### src/core/fesc_pkg.sv
package fesc_pkg;

  // Bus cycle timing at 50 MHz.
  localparam int unsigned CLK_NS   = 20;
  localparam int unsigned T_WP_NS  = 40;
  localparam int unsigned T_ACC_NS = 70;
  localparam int unsigned T_SUS_US = 20;
  localparam int unsigned T_ADD_US = 50;
  localparam int unsigned CNT_W    = 12;
  localparam logic [CNT_W-1:0] WP_CYC  = CNT_W'((T_WP_NS + CLK_NS - 1) / CLK_NS);
  localparam logic [CNT_W-1:0] RD_CYC  = CNT_W'((T_ACC_NS + CLK_NS - 1) / CLK_NS);
  localparam logic [CNT_W-1:0] SUS_CYC = CNT_W'((T_SUS_US * 1000 + CLK_NS - 1) / CLK_NS);
  localparam logic [CNT_W-1:0] ADD_CYC = CNT_W'((T_ADD_US * 1000) / CLK_NS);

  // Command codes and fixed unlock addresses.
  localparam logic [15:0] D_UNLK1  = 16'h00AA;
  localparam logic [15:0] D_UNLK2  = 16'h0055;
  localparam logic [15:0] D_AUTO   = 16'h0090;
  localparam logic [15:0] D_SECURE = 16'h0088;
  localparam logic [15:0] D_PROG   = 16'h00A0;
  localparam logic [15:0] D_BYPASS = 16'h0020;
  localparam logic [15:0] D_ESETUP = 16'h0080;
  localparam logic [15:0] D_CHIP   = 16'h0010;
  localparam logic [15:0] D_SECT   = 16'h0030;
  localparam logic [15:0] D_SUSP   = 16'h00B0;
  localparam logic [15:0] D_RESET  = 16'h00F0;
  localparam logic [15:0] D_QUERY  = 16'h0098;
  localparam logic [15:0] D_ZERO   = 16'h0000;
  localparam logic [10:0] A_555    = 11'h555;
  localparam logic [10:0] A_2AA    = 11'h2AA;
  localparam logic [10:0] A_QRY    = 11'h055;
  localparam logic [CNT_W-1:0] CNT_ONE = CNT_W'(1);
  localparam logic [CNT_W-1:0] CNT_MAX = {CNT_W{1'b1}};
  localparam logic [2:0]  STEP_ONE = 3'h1;

  typedef enum logic [3:0] {
    C_READ, C_RESET, C_AUTOSEL, C_SEC_ENTER, C_SEC_EXIT, C_PROGRAM, C_BYP_ENTER,
    C_BYP_PROG, C_BYP_EXIT, C_CHIP_ERASE, C_SECT_ERASE, C_SECT_ADD, C_SUSPEND,
    C_RESUME, C_QUERY
  } fesc_cmd_t;

  typedef enum logic [2:0] {
    M_ARRAY, M_AUTOSEL, M_SECURE, M_BYPASS, M_ERASE, M_CHIP, M_SUSP
  } fesc_mode_t;

  typedef enum logic [2:0] {
    P_IDLE, P_SETUP, P_STROBE, P_LOW, P_HOLD, P_READ, P_WAIT
  } fesc_phase_t;

  typedef struct packed {
    logic        rd;
    logic [19:0] addr;
    logic [15:0] data;
  } fesc_step_t;

endpackage : fesc_pkg

### src/core/fesc_host.sv
`timescale 1ns/100ps
`default_nettype none
module fesc_host
  import fesc_pkg::*;
(
  // Clock and reset
  input  wire logic        i_clk,
  input  wire logic        i_rst,
  // User command port
  input  wire logic        i_cmd_valid,
  input  wire fesc_cmd_t   i_cmd,
  input  wire logic [19:0] i_addr,
  input  wire logic [15:0] i_data,
  input  wire logic        i_op_done,
  output logic             o_cmd_ready,
  output logic             o_cmd_err,
  output logic             o_rd_valid,
  output logic [15:0]      o_rd_data,
  output fesc_mode_t       o_mode,
  // Flash pins
  output logic [19:0]      o_addr,
  output logic [15:0]      o_dq_out,
  output logic             o_dq_oe,
  input  wire logic [15:0] i_dq_in,
  output logic             o_ce_n,
  output logic             o_we_n,
  output logic             o_oe_n
);

  typedef struct packed {
    fesc_phase_t      phase;
    fesc_cmd_t        cmd;
    logic [19:0]      uaddr;
    logic [15:0]      udata;
    logic [2:0]       step;
    logic [CNT_W-1:0] cnt;
    logic [CNT_W-1:0] add_cnt;
    fesc_mode_t       mode;
    logic             susp;
    logic             ready;
    logic             err;
    logic             rd_valid;
    logic [15:0]      rd_data;
    logic [19:0]      addr;
    logic [15:0]      dq_out;
    logic             dq_oe;
    logic             ce_n;
    logic             we_n;
    logic             oe_n;
  } fesc_state_t;

  fesc_state_t q, d;

  function automatic logic [2:0] cmd_len(input fesc_cmd_t c);
    case (c)
      C_READ, C_RESET, C_SECT_ADD, C_SUSPEND, C_RESUME, C_QUERY: cmd_len = 3'd1;
      C_BYP_PROG, C_BYP_EXIT:                                    cmd_len = 3'd2;
      C_SEC_ENTER, C_BYP_ENTER:                                  cmd_len = 3'd3;
      C_CHIP_ERASE, C_SECT_ERASE:                                cmd_len = 3'd6;
      default:                                                   cmd_len = 3'd4;
    endcase
  endfunction : cmd_len

  function automatic fesc_step_t step_of(input fesc_cmd_t c, input logic [2:0] s,
                                         input logic [19:0] a, input logic [15:0] w);
    logic [8:0] hi;
    hi = a[19:11];
    step_of = '{rd: 1'b0, addr: {hi, A_555}, data: D_UNLK1};
    if (s == 3'd1 || s == 3'd4) step_of = '{rd: 1'b0, addr: {hi, A_2AA}, data: D_UNLK2};
    case (c)
      C_READ:       step_of = '{rd: 1'b1, addr: a, data: D_ZERO};
      C_RESET:      step_of.data = D_RESET;
      C_SUSPEND:    step_of = '{rd: 1'b0, addr: a, data: D_SUSP};
      C_RESUME:     step_of = '{rd: 1'b0, addr: a, data: D_SECT};
      C_SECT_ADD:   step_of = '{rd: 1'b0, addr: a, data: D_SECT};
      C_QUERY:      step_of = '{rd: 1'b0, addr: {hi, A_QRY}, data: D_QUERY};
      C_AUTOSEL: begin
        if (s == 3'd2) step_of.data = D_AUTO;
        if (s == 3'd3) step_of = '{rd: 1'b1, addr: a, data: D_ZERO};
      end
      C_SEC_ENTER:  if (s == 3'd2) step_of.data = D_SECURE;
      C_SEC_EXIT: begin
        if (s == 3'd2) step_of.data = D_AUTO;
        if (s == 3'd3) step_of = '{rd: 1'b0, addr: a, data: D_ZERO};
      end
      C_PROGRAM: begin
        if (s == 3'd2) step_of.data = D_PROG;
        if (s == 3'd3) step_of = '{rd: 1'b0, addr: a, data: w};
      end
      C_BYP_ENTER:  if (s == 3'd2) step_of.data = D_BYPASS;
      C_BYP_PROG:   step_of = '{rd: 1'b0, addr: a, data: (s == 3'd0) ? D_PROG : w};
      C_BYP_EXIT:   step_of = '{rd: 1'b0, addr: a, data: (s == 3'd0) ? D_AUTO : D_ZERO};
      C_CHIP_ERASE, C_SECT_ERASE: begin
        if (s == 3'd2) step_of.data = D_ESETUP;
        if (s == 3'd5) step_of = '{rd: 1'b0, addr: (c == C_CHIP_ERASE) ? {hi, A_555} : a,
                                   data: (c == C_CHIP_ERASE) ? D_CHIP : D_SECT};
      end
      default: step_of.data = D_ZERO;
    endcase
  endfunction : step_of

  // Refusing commands the bank would ignore keeps the tracked mode honest.
  function automatic logic legal(input fesc_cmd_t c, input fesc_mode_t m,
                                 input logic [CNT_W-1:0] ac);
    case (c)
      C_READ:       legal = 1'b1;
      C_RESET:      legal = (m != M_BYPASS) && (m != M_ERASE) && (m != M_CHIP);
      C_AUTOSEL:    legal = (m == M_ARRAY) || (m == M_SUSP);
      C_SEC_ENTER, C_BYP_ENTER, C_CHIP_ERASE, C_SECT_ERASE: legal = (m == M_ARRAY);
      C_SEC_EXIT:   legal = (m == M_SECURE);
      C_PROGRAM:    legal = (m == M_ARRAY) || (m == M_SUSP) || (m == M_SECURE);
      C_BYP_PROG, C_BYP_EXIT: legal = (m == M_BYPASS);
      C_SECT_ADD:   legal = (m == M_ERASE) && (ac < ADD_CYC);
      C_SUSPEND:    legal = (m == M_ERASE);
      C_RESUME:     legal = (m == M_SUSP);
      C_QUERY:      legal = (m == M_ARRAY) || (m == M_AUTOSEL);
      default:      legal = 1'b0;
    endcase
  endfunction : legal

  fesc_step_t cur;
  logic       accept;
  logic       last;

  always_comb begin
    cur    = step_of(q.cmd, q.step, q.uaddr, q.udata);
    accept = (q.phase == P_IDLE) && q.ready && i_cmd_valid && legal(i_cmd, q.mode, q.add_cnt);
    last   = (q.step == cmd_len(q.cmd) - STEP_ONE);
    d          = q;
    d.err      = 1'b0;
    d.rd_valid = 1'b0;
    if (q.add_cnt != CNT_MAX) d.add_cnt = q.add_cnt + CNT_ONE;
    if (i_op_done && (q.mode == M_ERASE || q.mode == M_CHIP)) d.mode = M_ARRAY;
    case (q.phase)
      P_IDLE: begin
        if (q.ready && i_cmd_valid) begin
          d.err = !accept;
          if (accept) begin
            d.cmd   = i_cmd;
            d.uaddr = i_addr;
            d.udata = i_data;
            d.step  = 3'd0;
            d.ready = 1'b0;
            d.phase = P_SETUP;
          end
        end
      end
      P_SETUP: begin
        d.addr   = cur.addr;
        d.ce_n   = 1'b0;
        d.dq_out = cur.data;
        d.dq_oe  = !cur.rd;
        d.oe_n   = !cur.rd;
        d.cnt    = cur.rd ? RD_CYC - CNT_ONE : WP_CYC - CNT_ONE;
        d.phase  = cur.rd ? P_READ : P_STROBE;
      end
      P_STROBE: begin
        d.we_n  = 1'b0;
        d.phase = P_LOW;
      end
      P_LOW: begin
        d.cnt = q.cnt - CNT_ONE;
        if (q.cnt == '0) begin
          d.we_n  = 1'b1;
          d.phase = P_HOLD;
        end
      end
      P_HOLD, P_READ: begin
        d.cnt = q.cnt - CNT_ONE;
        if (q.phase == P_HOLD || q.cnt == '0) begin
          // Data stays on the pins one cycle past the rising strobe as hold time.
          d.ce_n  = 1'b1;
          d.dq_oe = 1'b0;
          d.oe_n  = 1'b1;
          if (q.phase == P_READ) begin
            d.rd_data  = i_dq_in;
            d.rd_valid = 1'b1;
          end
          d.step  = q.step + STEP_ONE;
          d.phase = P_SETUP;
          if (last) begin
            d.phase = P_IDLE;
            d.ready = 1'b1;
            case (q.cmd)
              C_RESET:      d.mode = q.susp ? M_SUSP : M_ARRAY;
              C_AUTOSEL, C_QUERY: d.mode = M_AUTOSEL;
              C_SEC_ENTER:  d.mode = M_SECURE;
              C_BYP_ENTER:  d.mode = M_BYPASS;
              C_SEC_EXIT, C_BYP_EXIT: d.mode = M_ARRAY;
              C_CHIP_ERASE: d.mode = M_CHIP;
              C_SECT_ERASE, C_SECT_ADD: begin
                d.mode    = M_ERASE;
                d.add_cnt = '0;
              end
              C_SUSPEND: begin
                d.mode  = M_SUSP;
                d.susp  = 1'b1;
                d.add_cnt = CNT_MAX;
                d.cnt   = SUS_CYC - CNT_ONE;
                d.ready = 1'b0;
                d.phase = P_WAIT;
              end
              C_RESUME: begin
                d.mode = M_ERASE;
                d.susp = 1'b0;
              end
              default: d.mode = q.mode;
            endcase
          end
        end
      end
      P_WAIT: begin
        d.cnt = q.cnt - CNT_ONE;
        if (q.cnt == '0) begin
          d.ready = 1'b1;
          d.phase = P_IDLE;
        end
      end
      default: d.phase = P_IDLE;
    endcase
  end

  always_ff @(posedge i_clk or posedge i_rst) begin
    if (i_rst) begin
      q         <= '0;
      q.phase   <= P_IDLE;
      q.mode    <= M_ARRAY;
      q.add_cnt <= CNT_MAX;
      q.ready   <= 1'b1;
      q.ce_n    <= 1'b1;
      q.we_n    <= 1'b1;
      q.oe_n    <= 1'b1;
    end else begin
      q <= d;
    end
  end

  assign o_cmd_ready = q.ready;
  assign o_cmd_err   = q.err;
  assign o_rd_valid  = q.rd_valid;
  assign o_rd_data   = q.rd_data;
  assign o_mode      = q.mode;
  assign o_addr      = q.addr;
  assign o_dq_out    = q.dq_out;
  assign o_dq_oe     = q.dq_oe;
  assign o_ce_n      = q.ce_n;
  assign o_we_n      = q.we_n;
  assign o_oe_n      = q.oe_n;
endmodule : fesc_host
`default_nettype wire

### config.mk
export PLATFORM = sky130hd
export DESIGN_NAME = fesc_host
export DESIGN_NICKNAME = d
export VERILOG_FILES = /design/src/core/fesc_pkg.sv /design/src/core/fesc_host.sv
export SDC_FILE = /design/constraint.sdc
export NUM_CORES = 1
export LEC_CHECK = 0
export ABC_AREA = 1
export BUFFER_PORTS_ARGS = -buffer_cell sky130_fd_sc_hd__buf_4
export CORE_MARGIN = 3
export CORE_UTILIZATION = 59
export CTS_BUF_LIST = sky130_fd_sc_hd__clkbuf_2 sky130_fd_sc_hd__clkbuf_4 sky130_fd_sc_hd__clkbuf_8
export DETAILED_ROUTE_END_ITERATION = 8
export MAX_ROUTING_LAYER = met4
export PLACE_DENSITY_LB_ADDON = 0.1
export SYNTH_ARGS = -nofsm -noshare
export SYNTH_HDL_FRONTEND = slang
export SYNTH_SLANG_ARGS = --single-unit
### constraint.sdc
create_clock -name i_clk -period 6 [get_ports i_clk]
set_clock_uncertainty 0.2 [all_clocks]
set_input_delay 1.2 -clock i_clk [delete_from_list [all_inputs] [get_ports i_clk]]
set_output_delay 1.2 -clock i_clk [all_outputs]
set_load 0.005 [all_outputs]
Yosys cells after proc, flatten, opt, wreduce, memory -nomap -nowiden

Memory sizes are Yosys's and may differ from the RTL's.
Cells that the tools add are included.

Word-level logic and storage cells: 182
Memories: 1
Bits in read-only memories: 48
Output and inout port bits: 62
Input port bits: 60
Bits in registers: 133

Memories:

| memory          | depth | width | rd ports | clocked after Yosys merged registers in | wr ports | line            | text |
|---|---|---|---|---|---|---|---|
| (no name shown) | 16    | 3     | 1        | 0                                       | 0        | fesc_host.sv:55 | `case (c)` |

Multiplexer cells: 53
Order comparisons: 1
Reduce and logical (&&, ||, !) cells: 47
Equal/unequal tests: 57
Add/sub/neg operators: 4

Operators by type and width:

| operator                                           | count |
|---|---|
| case mux 16 bit (12 select lines)                  | 1 |
| case mux 21 bit (7 select lines)                   | 1 |
| 2-to-1 mux 16 bit                                  | 7 |
| 2-to-1 mux 27 bit                                  | 4 |
| 2-to-1 mux 46 bit                                  | 2 |
| == test 4 bit, second input constant               | 14 |
| 2-to-1 mux 17 bit                                  | 3 |
| 2-to-1 mux 37 bit                                  | 1 |
| case mux 12 bit (3 select lines)                   | 1 |
| == test 4 x 3 -> 1 bit, second input constant      | 8 |
| 2-to-1 mux 32 bit                                  | 1 |
| 2-to-1 mux 29 bit                                  | 1 |
| == test 3 bit, second input constant               | 8 |
| 2-to-1 mux 12 bit                                  | 2 |
| 2-to-1 mux 3 bit                                   | 8 |
| case mux 12 bit (2 select lines)                   | 1 |
| case mux 3 bit (8 select lines)                    | 1 |
| == test 3 x 2 -> 1 bit, second input constant      | 6 |
| case mux 3 bit (6 select lines)                    | 1 |
| == test 4 x 2 -> 1 bit, second input constant      | 4 |
| OR reduction 2 bit                                 | 8 |
| adder 12 x 1 -> 12 bit, second input constant      | 1 |
| logical NOT 12 bit                                 | 1 |
| less-than comparator 12 bit, second input constant | 1 |
| 37 further kinds                                   | 76 |

Logic depth before layout (Yosys ltp)

Depth after elaboration: 8
Mapped depth: 19
Gate-level depth less buffers: 19

Worst setup path after synthesis

No wires, ideal clock.

Path kind: input to register
Start point: in i_cmd[1]
End point: reg q[89] in the netlist's numbering
Buffers on the path: 1
Stages on the path: 15
Data arrival time: 2243 ps
Required time: 5683 ps
Setup slack: 3441 ps
Cell sequence: inv_1 > nand2_1 > nor2_1 > nand2_1 > nand2_1 > inv_1 > nand3_1 > nor2_1 > nand3_1 > nand2_1 > buf_6 > nand2_2 > nand2_1 > nand2_1 > nand2_1

Longest elaborated chain between the ends: 6

Ends and longest elaborated chain:

| item                                                            | line             | text |
|---|---|---|
| start: declaration                                              | fesc_host.sv:11  | `input wire fesc_cmd_t i_cmd,` |
| == test 4 x 2 -> 1 bit (tied with other cells)                  | fesc_host.sv:105 | `case (c)` |
| OR reduction 4 bit / OR reduction 2 bit (equally long branches) | fesc_host.sv:105 |  |
| case mux 1 bit (11 select lines) (*)                            | fesc_host.sv:105 |  |
| logical AND 1 bit (*)                                           | fesc_host.sv:127 | `accept = (q.phase == P_IDLE) && q.ready && i_cmd_valid && legal(i_cmd, q.mode, q.add_cnt);` |
| inequality test 2 bit (no line) (*)                             | n/a              |  |
| AND reduction 4 bit (no line) (*)                               | n/a              |  |
| end: declaration                                                | fesc_host.sv:52  | `fesc_state_t q, d;` |

Mark *: on every way between the ends. The rest lies on a longest branch, timed or not.
A chain may end at the register's enable or synchronous reset.

Worst setup path after layout

Start point: in i_cmd[1]
End point: reg q[111] in the netlist's numbering

Longest elaborated chain between the ends: 5

Ends and longest elaborated chain:

| item                                                            | line |
|---|---|
| == test 4 x 2 -> 1 bit (tied with other cells)                  | fesc_host.sv:105 |
| OR reduction 4 bit / OR reduction 2 bit (equally long branches) | fesc_host.sv:105 |
| case mux 1 bit (11 select lines) (*)                            | fesc_host.sv:105 |
| logical AND 1 bit (*)                                           | fesc_host.sv:127 |
| AND reduction 3 bit (no line) (*)                               | n/a |

Marked as above.

==> Flow_metrics.wiki <==
{| class="wikitable"
! Metric !! Value
|-
| Largest stage delay on the critical path || 550 ps
|-
| Seq/Total Area, Yosys || 44.0%
|-
| Synth area leader || dfrtp_1
|-
| Final-report max-slew violation count || 0
|-
| Nets || 1,146
|-
| Count of buffers inserted at the top-level ports || 121
|-
| Crit Path Category || input pin to register
|-
| Endpoint class of the critical path || register
|-
| Area share of the largest cell type after synthesis || 38.4%
|-
| Fraction of registers with async set/reset || 100%
|-
| RSZ-0062 raised after global routing || false
|-
| Number of synthesis warnings || 0
|-
| Power density over the cells || 466 nW/um^2
|-
| Global-route wire length before repair || 28.7 mm
|-
| Cell count after synthesis || 1,004
|-
| Die Span Y || 120 um
|-
| Routed wire length || 17.3 mm
|-
| Leakage power total || 4.62 nW
|-
| Cts hold-fix bufs || 0
|-
| I/O Pins || 122
|-
| Final min period || 2930 ps
|-
| Routability congestion estimate || 0.959
|-
| Pin slew with the least headroom to its limit || 912 ps
|-
| Max_cap viols || 0
|-
| Initial cell density of the core || 61.8%
|-
| F_max || 342 MHz
|-
| DR pass1 iterations || 6
|-
| Largest vdd supply drop || 0.301 mV
|-
| Status || completed
|-
| Ant. Diodes || 0
|-
| Number of vias per cell after detailed routing || 5.18
|-
| Type of the tightest min-delay check || register to register
|-
| Remaining global-route overflow || 0
|-
| Initial antenna violation count || 0
|-
| Hold Fails Final Rpt || 0
|-
| Kind of start point of the critical path || input pin
|-
| DRC errors left || 0
|-
| Required @ worst endpoint || 6160 ps
|-
| Clk_lat worst skew || 440 ps
|-
| Total routing resource utilization after global routing || 25.4%
|-
| Netlist Area Pre-Place || 7610 um^2
|-
| Clk sink count || 133
|-
| Cell family with the largest share of critical-path delay || buffers and inverters
|-
| Most common cell in the synthesized netlist || nand2_1
|-
| Worst path cell trace || buf_4, inv_1, nand2_1, nor3_1, nand3_1, nand2_1, nor2_1, nand3_1, nand2_1, buf_4, inv_2, nand2_1, o21ai_0
|-
| Clock root cell || clkbuf_8
|-
| Standard-cell row count || 40
|-
| Die W || 120 um
|-
| Share of the clock period used by the worst path after layout || 48.8%
|-
| PostCTS Resize Cnt || 0
|-
| Sum of negative setup slack || 0 ps
|-
| Post-detail-place hpwl || 12.3 mm
|-
| Cell types with the largest area share after synthesis || dfrtp_1, nand2_1, buf_4
|-
| Number of DRC markers in iteration 0 || 491
|-
| Total CTS buffers || 17
|-
| Clock tree from TritonCTS || done
|-
| Worst R2R Setup Slack || 3140 ps
|-
| Post-synth EDFFs || 0
|-
| Post-CTS Setup Bufs || 0
|-
| Predominant post-synthesis flop cell || dfrtp_1
|-
| Via count of the first global-routing pass || 6,097
|-
| Crit path DAT || 3090 ps
|-
| Library cells used by synthesis || 48
|-
| Average footprint of a synthesized cell || 7.58 um^2
|-
| Post-CTS clock slew at the launch and capture registers of the worst setup and hold paths || 80 ps
|-
| Final setup vio count || 0
|-
| CP dominant cell by count || nand2_1
|-
| Total via count in the routed design || 6,487
|-
| FF+latch count, synth || 133
|-
| Per-cell routed wire length || 13.8 um
|-
| Relative slew slack || 39.2%
|-
| CTS Buffer Depth || 2
|-
| Floorplan core area || 12,300 um^2
|-
| Slowest cell on the critical path || inv_2
|-
| Overall die area || 14,300 um^2
|-
| Pin count of the biggest net entering global routing || 76
|-
| Most instantiated cells after synthesis || nand2_1, dfrtp_1, inv_1
|-
| Post-route ant nets || 0
|-
| H-tree levels || 4
|-
| Largest fanout on the critical path || 45
|-
| CP bufs+invs || 4
|-
| Area growth from synthesis to layout || 13.1%
|-
| Fraction of final layout cells sized beyond drive strength 1 || 21.0%
|-
| Syn_nets || 1,078
|-
| Total power of the final layout || 0.00401 W
|}
[flip-flops by register name (all words and copies together) (netlist names)]
register,cells
o_ce_n,1
o_we_n,1
o_cmd_ready,1
q,71
o_dq_out,16
o_mode,3
o_dq_oe,1
o_addr,20
o_oe_n,1
o_cmd_err,1
o_rd_valid,1
o_rd_data,16
[stage by stage]
stage	hold slack, ps	std cells	utilization, %	instance area [um^2]	setup slack [ps]
after floorplan	241	1004	-	7610	1070
after global placement	255	1221	66.7	8220	2640
after detailed placement	258	1221	66.7	8220	2590
after CTS	278	1253	70.0	8620	3080
after global routing	304	1253	70.0	8620	2770
final	275	1253	70.0	8620	3070
[area by class of cell]
class	instances	area [um^2]
Clock buffer	18	248
Clock inverter	14	153
Fill cell	1056	3700
Inverter	97	367
Multi-Input combinational cell	698	3350
Sequential cell	133	3350
Tap cell	168	210
Timing Repair Buffer	125	938
[layer usage]
| metal | routed length (um) | vias to the layer above | global-route usage (%) |
|---|---|---|---|
| li1 | - | 3270 | - |
| met1 | 7720 | 2994 | 32.8 |
| met2 | 8250 | 184 | 40.0 |
| met3 | 806 | 39 | 4.48 |
| met4 | 511 | 0 | 10.8 |
| met5 | 0 | - | - |
[final timing paths]
kind / cells past startpoint / from / endpoint
max in group asynchronous: 3 / i_rst / o_addr[18]$_DFFE_PP0P_
min reg2reg: 2 / o_addr[13]$_DFFE_PP0P_ / o_addr[13]$_DFFE_PP0P_
max: 13 / i_cmd[1] / q[111]$_DFFE_PP0P_
min: 2 / o_addr[13]$_DFFE_PP0P_ / o_addr[13]$_DFFE_PP0P_
min in group asynchronous: 3 / i_rst / o_dq_out[9]$_DFFE_PP0P_
max reg2reg: 16 / q[127]$_DFFE_PP0P_ / o_mode[1]$_DFFE_PP0P_
[logic make-up after synthesis]
family	count (synthesis)	share of synthesized area (%)
AOI/OAI and AO/OA	105	8.04
DFF	133	44.0
and+or+nand+nor	562	31.7
xor gates and xnor gates	16	1.84
adders and majority gates	14	2.30
muxes	1	0.148
buffers and inverters	173	12.0
[cells in the final DEF (no fill, tap or decap), types with 8 or more instances in the layout]
master and n:
inv_2 11, nor2_1 52, nand2_2 11, nand3_1 53, ha_1 14, buf_4 125, nand4_1 9, inv_1 83
dfrtp_1 117, a21oi_1 22, nor3_1 18, nor2_2 8, o21ai_0 50, dfstp_2 16, clkbuf_8 18, xor2_1 10
nand2_1 388
[worst min-delay path, cell delays in order, from the launching register on]
cell,delay (ps)
dfrtp_1,350
nand2_1,50
nand2_1,50
[power breakdown]
group / leakage [nW] / internal [W] / switching (W)
registers: 1.62 / 0.00121 / 0.000227
logic: 2.80 / 0.000685 / 0.00114
clock network: 0.197 / 0.000384 / 0.000365
total: 4.62 / 0.00228 / 0.00173
No activity file was read; power rests on OpenSTA's default activity.
